==> src/ueh_pkg.sv <==
// Shared constants and types of the host endpoint configuration block
package ueh_pkg;
  localparam int NEP = 4;
  localparam int NSLOT = 2 * NEP;
  localparam int EPW = 2;
  localparam int SLW = 3;
  localparam int ADW = 7;
  localparam int REPW = 4;
  localparam int MPW = 11;
  localparam int IVW = 8;
  localparam int CNW = 16;
  localparam logic [IVW-1:0] NAK_LIMIT_DISABLE = 8'h00;
  localparam logic [IVW-1:0] NAK_LIMIT_MAX = 8'h10;
  localparam logic PING_EN_RST = 1'b1;
  localparam logic TOGGLE_RST = 1'b0;
  localparam logic DIR_IN = 1'b1;

  typedef enum logic [1:0] {
    type_control_transfer,
    type_isochronous_transfer,
    type_bulk_transfer,
    type_interrupt_transfer
  } ueh_type_t;

  typedef struct packed {
    logic [REPW-1:0] remote_endpoint_number;
    ueh_type_t       typ;
    logic            speed_low_select;
    logic [MPW-1:0]  max_packet_bytes;
    logic [IVW-1:0]  timeout_or_poll_interval;
    logic            auto_go;
    logic            in_auto_clear_packet_ready;
  } ueh_cfg_t;

  typedef struct packed {
    logic [ADW-1:0]  target_function_address;
    logic [REPW-1:0] remote_endpoint_number;
    ueh_type_t       typ;
    logic            speed_low_select;
    logic            toggle;
    logic            ping_en;
  } ueh_tok_t;
endpackage

==> src/ueh_ep_cfg.sv <==
// Host endpoint configuration, frame timing and automatic FIFO control
//
// Notes on behaviour
// Each endpoint IN and OUT portion keeps its own readable target address.
// Each portion selects control, isochronous, bulk or interrupt transfer type.
// Endpoint zero and bulk portions use the interval field as NAK timeout.
// NAK timeout code n allows two to the n minus one frames.
// Interrupt portions poll every n frames, n from one to 255.
// Isochronous portions poll every two to the n minus one frames.
// A disable code turns NAK timeout detection off entirely.
// Auto send starts OUT transfer once FIFO holds a full payload.
// Auto request issues next IN once FIFO has room for a payload.
// Auto clear drops packet ready once packet data is read out.
// Without auto clear software clears packet ready after reading data.
// Data acknowledge marks the FIFO packet consumed and frees it.
// Software forces DATA0 or DATA1 on a chosen portion.
// Endpoint zero has one shared toggle; direction is ignored.
// Endpoint zero control bit enables or suppresses PING tokens.
// Each portion has its own full or low speed setting.
// IN and OUT portions are configured independently.
// Each endpoint holds the remote endpoint number placed in tokens.
// Software uses these controls only in host mode.
// The NAK timeout field has a largest accepted maximum code.
// NAK frame count restarts on non NAK response or new transfer, unless a frame tick in the same cycle updates it.
`timescale 1ns/10ps
module ueh_ep_cfg
  import ueh_pkg::*;
(
  input  wire logic                      clock,
  input  wire logic                      resetn,
  input  wire logic [EPW-1:0]            sw_ep,
  input  wire logic                      sw_dir,
  input  wire logic                      sw_addr_we,
  input  wire logic [ADW-1:0]            sw_addr,
  input  wire logic                      sw_cfg_we,
  input  wire ueh_cfg_t                  sw_cfg,
  input  wire logic                      sw_spd_we,
  input  wire logic                      sw_spd_low,
  input  wire logic                      sw_tog_we,
  input  wire logic                      toggle_state_select,
  input  wire logic                      sw_ping_we,
  input  wire logic                      sw_ping_val,
  input  wire logic                      sw_pkt_clr,
  input  wire logic                      sw_ack,
  input  wire logic                      frame_tick,
  input  wire logic [EPW-1:0]            eng_ep,
  input  wire logic                      eng_dir,
  input  wire logic                      eng_xfer_start,
  input  wire logic                      eng_resp,
  input  wire logic                      eng_nak,
  input  wire logic                      eng_tog_flip,
  input  wire logic                      eng_rx_done,
  input  wire logic                      eng_tx_done,
  input  wire logic [NEP-1:0]            fifo_read_done,
  input  wire logic [NEP-1:0][MPW-1:0]   out_level,
  input  wire logic [NEP-1:0][MPW-1:0]   in_free,
  output logic [ADW-1:0]                 rd_addr_r,
  output ueh_cfg_t                       rd_cfg_r,
  output logic                           rd_tog_r,
  output ueh_tok_t                       tok_r,
  output logic [NSLOT-1:0]               nak_to_r,
  output logic [NSLOT-1:0]               poll_due_r,
  output logic [NEP-1:0]                 pkt_ready_r,
  output logic [NEP-1:0]                 fifo_release_r,
  output logic [NEP-1:0]                 out_start_r,
  output logic [NEP-1:0]                 in_req_r,
  output logic                           ping_en_r
);

  // ****************************************************************
  // Helpers
  // ****************************************************************
  function automatic logic [SLW-1:0] slot(input logic [EPW-1:0] ep, input logic dir);
    slot = {ep, dir};
  endfunction

  // Endpoint zero shares one toggle for both directions
  function automatic logic [SLW-1:0] tslot(input logic [EPW-1:0] ep, input logic dir);
    tslot = (ep == '0) ? '0 : {ep, dir};
  endfunction

  // Two to the power n minus one, code zero read as one frame
  function automatic logic [CNW-1:0] pow_frames(input logic [IVW-1:0] n);
    logic [IVW-1:0] c;
    c = (n > NAK_LIMIT_MAX) ? NAK_LIMIT_MAX : n;
    if (c == '0) begin
      pow_frames = 16'h0001;
    end else begin
      pow_frames = 16'h0001 << (c - 8'h01);
    end
  endfunction

  // ****************************************************************
  // Reset release
  // ****************************************************************
  logic rst_s1_r;
  logic rst_n;

  // Two stage release of the asynchronous reset
  always_ff @(posedge clock or negedge resetn) begin
    if (!resetn) begin
      rst_s1_r <= 1'b0;
      rst_n    <= 1'b0;
    end else begin
      rst_s1_r <= 1'b1;
      rst_n    <= rst_s1_r;
    end
  end

  // ****************************************************************
  // Configuration storage
  // ****************************************************************
  logic [NSLOT-1:0][ADW-1:0] addr_r;
  ueh_cfg_t [NSLOT-1:0]      cfg_r;
  logic [NSLOT-1:0]          tog_r;
  logic [NSLOT-1:0][CNW-1:0] cnt_r;
  logic [NSLOT-1:0]          nak_seen_r;
  logic [NEP-1:0]            tx_pend_r;
  logic [NEP-1:0]            rx_pend_r;
  logic [SLW-1:0]            sws;
  logic [SLW-1:0]            egs;

  assign sws = slot(sw_ep, sw_dir);
  assign egs = slot(eng_ep, eng_dir);

  // Function address per portion
  always_ff @(posedge clock or negedge rst_n) begin
    if (!rst_n) begin
      addr_r <= '0;
    end else if (sw_addr_we) begin
      addr_r[sws] <= sw_addr;
    end
  end

  // Portion configuration, speed may be changed on its own
  always_ff @(posedge clock or negedge rst_n) begin
    if (!rst_n) begin
      cfg_r <= '0;
    end else begin
      if (sw_cfg_we) begin
        cfg_r[sws] <= sw_cfg;
      end
      if (sw_spd_we) begin
        cfg_r[sws].speed_low_select <= sw_spd_low;
      end
    end
  end

  // Data toggle, a forced value beats a flip in the same cycle
  always_ff @(posedge clock or negedge rst_n) begin
    if (!rst_n) begin
      tog_r <= {NSLOT{TOGGLE_RST}};
    end else begin
      if (eng_tog_flip) begin
        tog_r[tslot(eng_ep, eng_dir)] <= ~tog_r[tslot(eng_ep, eng_dir)];
      end
      if (sw_tog_we) begin
        tog_r[tslot(sw_ep, sw_dir)] <= toggle_state_select;
      end
    end
  end

  // PING token enable, endpoint zero only
  always_ff @(posedge clock or negedge rst_n) begin
    if (!rst_n) begin
      ping_en_r <= PING_EN_RST;
    end else if (sw_ping_we && sw_ep == '0) begin
      ping_en_r <= sw_ping_val;
    end
  end

  // ****************************************************************
  // Readback and token fields
  // ****************************************************************
  always_ff @(posedge clock or negedge rst_n) begin
    if (!rst_n) begin
      rd_addr_r <= '0;
      rd_cfg_r  <= '0;
      rd_tog_r  <= 1'b0;
      tok_r     <= '0;
    end else begin
      rd_addr_r                     <= addr_r[sws];
      rd_cfg_r                      <= cfg_r[sws];
      rd_tog_r                      <= tog_r[tslot(sw_ep, sw_dir)];
      tok_r.target_function_address <= addr_r[egs];
      tok_r.remote_endpoint_number  <= cfg_r[egs].remote_endpoint_number;
      tok_r.typ                     <= cfg_r[egs].typ;
      tok_r.speed_low_select        <= cfg_r[egs].speed_low_select;
      tok_r.toggle                  <= tog_r[tslot(eng_ep, eng_dir)];
      tok_r.ping_en                 <= (eng_ep == '0) && ping_en_r;
    end
  end

  // ****************************************************************
  // Frame counters: NAK timeout or polling interval
  // ****************************************************************
  always_ff @(posedge clock or negedge rst_n) begin
    if (!rst_n) begin
      cnt_r      <= '0;
      nak_seen_r <= '0;
      nak_to_r   <= '0;
      poll_due_r <= '0;
    end else begin
      poll_due_r <= '0;
      for (int i = 0; i < NSLOT; i++) begin
        // New transfer or any non NAK answer restarts the count, except in a cycle where a frame tick updates it
        if (eng_xfer_start && egs == SLW'(i)) begin
          cnt_r[i]      <= '0;
          nak_seen_r[i] <= 1'b0;
          nak_to_r[i]   <= 1'b0;
        end
        if (eng_resp && egs == SLW'(i)) begin
          nak_seen_r[i] <= eng_nak;
          if (!eng_nak) begin
            cnt_r[i] <= '0;
          end
        end
        if (frame_tick) begin
          if (i >= 2 && cfg_r[i].typ == type_interrupt_transfer) begin
            // Interrupt interval is taken directly in frames
            if ({8'h00, cfg_r[i].timeout_or_poll_interval} <= cnt_r[i] + 16'h0001) begin
              cnt_r[i]      <= '0;
              poll_due_r[i] <= 1'b1;
            end else begin
              cnt_r[i] <= cnt_r[i] + 16'h0001;
            end
          end else if (i >= 2 && cfg_r[i].typ == type_isochronous_transfer) begin
            if (pow_frames(cfg_r[i].timeout_or_poll_interval) <= cnt_r[i] + 16'h0001) begin
              cnt_r[i]      <= '0;
              poll_due_r[i] <= 1'b1;
            end else begin
              cnt_r[i] <= cnt_r[i] + 16'h0001;
            end
          end else if (nak_seen_r[i] && !nak_to_r[i] &&
                       cfg_r[i].timeout_or_poll_interval != NAK_LIMIT_DISABLE) begin
            // Endpoint zero and bulk: count frames of NAKs
            if (pow_frames(cfg_r[i].timeout_or_poll_interval) <= cnt_r[i] + 16'h0001) begin
              nak_to_r[i] <= 1'b1;
            end else begin
              cnt_r[i] <= cnt_r[i] + 16'h0001;
            end
          end
        end
      end
    end
  end

  // ****************************************************************
  // Packet ready, acknowledge and automatic FIFO control
  // ****************************************************************
  always_ff @(posedge clock or negedge rst_n) begin
    if (!rst_n) begin
      pkt_ready_r    <= '0;
      fifo_release_r <= '0;
    end else begin
      fifo_release_r <= '0;
      for (int e = 0; e < NEP; e++) begin
        // Software clear, acknowledge or auto clear; a new packet wins
        if (sw_pkt_clr && sw_ep == EPW'(e)) begin
          pkt_ready_r[e] <= 1'b0;
        end
        if (fifo_read_done[e] && cfg_r[2*e+1].in_auto_clear_packet_ready) begin
          pkt_ready_r[e] <= 1'b0;
        end
        if (sw_ack && sw_ep == EPW'(e)) begin
          pkt_ready_r[e]    <= 1'b0;
          fifo_release_r[e] <= 1'b1;
        end
        if (eng_rx_done && eng_ep == EPW'(e)) begin
          pkt_ready_r[e] <= 1'b1;
        end
      end
    end
  end

  // Automatic OUT start and IN request, one pulse per pending transfer
  always_ff @(posedge clock or negedge rst_n) begin
    if (!rst_n) begin
      tx_pend_r   <= '0;
      rx_pend_r   <= '0;
      out_start_r <= '0;
      in_req_r    <= '0;
    end else begin
      out_start_r <= '0;
      in_req_r    <= '0;
      for (int e = 0; e < NEP; e++) begin
        if (eng_tx_done && eng_ep == EPW'(e)) begin
          tx_pend_r[e] <= 1'b0;
        end
        if (eng_rx_done && eng_ep == EPW'(e)) begin
          rx_pend_r[e] <= 1'b0;
        end
        if (cfg_r[2*e].auto_go && !tx_pend_r[e] &&
            out_level[e] >= cfg_r[2*e].max_packet_bytes) begin
          out_start_r[e] <= 1'b1;
          tx_pend_r[e]   <= 1'b1;
        end
        if (cfg_r[2*e+1].auto_go && !rx_pend_r[e] && !pkt_ready_r[e] &&
            in_free[e] >= cfg_r[2*e+1].max_packet_bytes) begin
          in_req_r[e]  <= 1'b1;
          rx_pend_r[e] <= 1'b1;
        end
      end
    end
  end
endmodule

==> config.mk <==
export PLATFORM = sky130hd
export DESIGN_NAME = ueh_ep_cfg
export DESIGN_NICKNAME = d
export VERILOG_FILES = /design/src/ueh_pkg.sv /design/src/ueh_ep_cfg.sv
export SDC_FILE = /design/constraint.sdc
export NUM_CORES = 2
export LEC_CHECK = 0
export BUFFER_PORTS_ARGS = -buffer_cell sky130_fd_sc_hd__buf_2
export CAP_MARGIN = 20
export CORE_MARGIN = 2
export CORE_UTILIZATION = 45
export DETAILED_ROUTE_END_ITERATION = 7
export PLACE_DENSITY = 0.64
export SYNTH_ARGS = -nofsm -noshare
export SYNTH_HDL_FRONTEND = slang
export SYNTH_SLANG_ARGS = --single-unit
==> constraint.sdc <==
create_clock -name clock -period 18.6 [get_ports clock]
set_input_delay 0.93 -clock clock [delete_from_list [all_inputs] [get_ports clock]]
set_output_delay 0.93 -clock clock [all_outputs]
set_load 0.01 [all_outputs]
==> summary.md <==
| Metric | Value |
|---|---|
| Hold Fails Final Rpt | 0 |
| Num rows | 99 |
| Endpoint of the worst register-to-register path | cnt_r[48] |
| Yosys warnings | 0 |
| Post-route worst setup slack | 13.58 ns |
| Synth Area in Compound Gates | 15.3% |
| Reg2reg path depth | 16 |
| Final setup fails | 0 |
| Crit path DAT | 5.58 ns |
| Max-slew violations | 0 |
| Routed WL | 101000 um |
| Clk buf depth | 3 |
| First-pass DRT Iterations | 5 |
| Number of hold buffers added after cts | 0 |
| Synthesized area per cell | 9.79 um^2 |
| RSZ-0062 raised after global routing | no |
| Largest family of logic cells by synthesized area | simple AND/OR/NAND/NOR gates |
| Largest net degree at the start of global routing | 74 |
| Tcrit/Tclk final | 27.0% |
| Layout cell share with drive strength beyond 1 | 20.0% |
| Adder-cell share of the synthesized area | 10.8% |
| H-tree depth | 2 |
| CTS Buf Count | 60 |
| Leak | 16.8 nW |
| Synth Area in Simple Gates | 16.9% |
| #FFs+latches synth | 516 |
| Gr ovfl total | 0 |
| Most frequent cell after synthesis | dfrtp_1 |
| Critical path data required time | 19.16 ns |
| Global-route wire length before repair | 158000 um |
| Worst slew margin | 24.5% |
| Post-synth top cells | dfrtp_1, nand2_1, ha_1, mux2_2, nor2_1 |
| Min-Delay Path Class | in2async |
| Max Clk Rate | 199 MHz |
| Crit path time final | 5.02 ns |
| Outcome | completed |
| Endpoint class of the critical path | register |
| Cell variety after synth | 104 |
| Crit path kind | reg2reg |
| TNS Setup | 0 ns |
| Total number of vias | 27500 |
| CTS root buffer | clkbuf_16 |
| WL/cell | 21.8 um |
| Initial core utilization | 45.6% |
| RePlAce Congestion | 0.913 |
| Initial antenna violation count | 13 |
| DRT iter0 DRCs | 2266 |
| GRT Util Overall | 26.1% |
| Top-Level Pins | 237 |
| Share of synthesized area occupied by flip-flops and latches | 38.6% |
| Met2 usage | 42.9% |
| Multiplexer share of the synthesized area | 12.0% |
| Peak VDD IR | 0.0000795 V |
| Nets@finish | 4038 |
| Synth top area cells | dfrtp_1, ha_1, mux2_2 |
| XOR/XNOR Fraction of Synth Area | 2.59% |
| GRT met1 Usage | 35.1% |
| IO buf count | 234 |
| PostCTS Resize Cnt | 0 |
| Asr flop ratio synth | 100% |
| Post-synth top area share | 38.6% |
| Clock Skew | 0.0379 ns |
| Post-DR vias/cell | 5.96 |
| Die W | 277 um |
| Dpl hpwl | 73100 um |
| Area leader, netlist | dfrtp_1 |
| Post-DRT Antenna Nets | 0 |
| Cells after Synth | 3415 |
| Crit path max fanout | 10 |
| Vias in the first global route | 27000 |
| Clk sinks | 516 |
| Number of synthesized flops with an enable pin | 0 |
| Busiest grt layer | met2 |
| Area Growth Syn to Fin | 12.4% |
| Core area | 73200 um^2 |
| Synth Flop Type | dfrtp_1 |
| # DRC | 0 |
| Setup repair bufs after CTS | 0 |
| Die H | 277 um |
| Slew @ Worst Pin | 1.13 ns |
| Met3 GRT Util | 5.28% |
| CTS clk-pin slew, worst paths | 0.06 ns |
| CTS tree | done |
| Critical Path Start Type | register |
| MaxCap Viol Count | 0 |
| Reg2reg setup slack | 13.58 ns |
| Pre-CTS WS | 13.53 ns |
| Reg-to-Reg Start | cfg_r[93] |
| Full die area | 76500 um^2 |
| Clock Latency Late Sink | 0.66 ns |
| Power per cell area | 108 nW/um^2 |
| Synth Cell Area | 33400 um^2 |
cells in the final DEF, fill, tap and decap left out, types with 10 or more instances in the layout:
cell type and count:
a211oi_1 21, clkbuf_16 61, buf_4 35, nand2b_1 31
a31oi_1 15, a22o_1 13, a21oi_1 134, nor4_1 28
nor2b_1 47, o211ai_1 33, xnor2_1 57, a221oi_1 14
xor2_1 42, clkbuf_1 11, buf_2 235, o21a_1 35
ha_1 288, mux2i_1 35, nand3_1 98, o2bb2ai_1 14
clkinv_2 14, mux4_2 37, dfrtp_1 514, o31ai_1 12
and4_1 10, nor3_1 60, or2_2 17, or4_1 17
and2_1 45, mux2_2 252, and3_1 27, nand4_1 83
nand2_1 373, nor2_1 217, a22oi_1 89, a21o_1 67
o21ai_0 173, inv_1 156, or3_1 30
critical path, cell delays in order (launching register included):
cell     delay [ns]
dfrtp_1        0.42
nor4_1         0.95
nand2_1        0.19
ha_1           0.37
nor2_1         0.11
o21ai_0        0.07
mux2_2         0.28
or3_1          0.39
nor2_1         0.13
ha_1           0.25
a21oi_1        0.14
o21ai_0        0.10
a22o_1         0.25
o31a_1         0.36
a31oi_1        0.70
nor2_1         0.08
a21oi_1        0.13
routing by layer:
layer | routed length, um | vias to the layer above | share of wire [%]
met4 | 2830 | 10 | 2.8
li1 | - | 12900 | -
met3 | 7280 | 178 | 7.2
met5 | 67 | - | 0.067
met2 | 47000 | 939 | 47
met1 | 43400 | 13500 | 43
flip-flops by register name (all words and copies together), names as in the netlist:
signal and flops:
nak_seen_r 8, tok_r 16, in_req_r 4, rst_s1_r 1
rst_n 1, cnt_r 128, nak_to_r 8, tog_r 7
out_start_r 4, tx_pend_r 4, pkt_ready_r 4, poll_due_r 6
rd_addr_r 7, rx_pend_r 4, ping_en_r 1, rd_tog_r 1
addr_r 56, rd_cfg_r 28, cfg_r 224, fifo_release_r 4
area by class of cell:
type                    count  area, um^2
well taps                 959        1200
inverters                 157         589
multi-input cells        2592       19300
clock buffers              81        1690
repair buffers            271        1440
clock inverters            33         422
flip-flops and latches    516       12900
diodes                      7        17.5
fillers                  6703       35700
kinds of logic (layout without fill, tap and decap cells):
family / Yosys count / after routing
xor+xnor: 99 / 99
fa+ha+maj: 288 / 288
buf+inv: 308 / 542
compound gates: 747 / 747
mux: 324 / 324
other cells: 2 / 10
simple gates: 1131 / 1131
flops: 516 / 516
power breakdown:
group / leakage [nW] / internal, W / total [W] / switching, W
Clock: 1.03 / 0.000740 / 0.00126 / 0.000518
Combinational: 9.28 / 0.000539 / 0.00124 / 0.000700
Sequential: 6.47 / 0.00134 / 0.00157 / 0.000228
Total: 16.8 / 0.00262 / 0.00406 / 0.00145
worst max path at each step:
stage / from / to / slack, ns / depth (start not counted)
global route: cfg_r[91] / cnt_r[56] / 13.25 / 16
global placement: cfg_r[119] / cnt_r[74] / 13.62 / 16
finish: cfg_r[93] / cnt_r[48] / 13.58 / 16
floorplan: rst_n / addr_r[0] / 3.15 / 0
CTS: cfg_r[119] / cnt_r[74] / 13.49 / 16
detailed placement: cfg_r[119] / cnt_r[74] / 13.53 / 16
metrics by stage:
stage / util, % / hold WS, ns / instance area, um^2 / cells / total power [W]
final: 51.3 / 0.0495 / 37600 / 4616 / 0.00406
after global routing: 51.3 / 0.0317 / 37500 / 4609 / 0.00431
after CTS: 51.3 / 0.0229 / 37500 / 4607 / 0.00408
after detailed placement: 48.4 / 0.342 / 35400 / 4493 / 0.00281
after global placement: 48.4 / 0.336 / 35400 / 4493 / 0.00278
after floorplan: - / 0.331 / 33400 / 3416 / 0.00241
No activity file was read; power rests on OpenSTA's default activity.
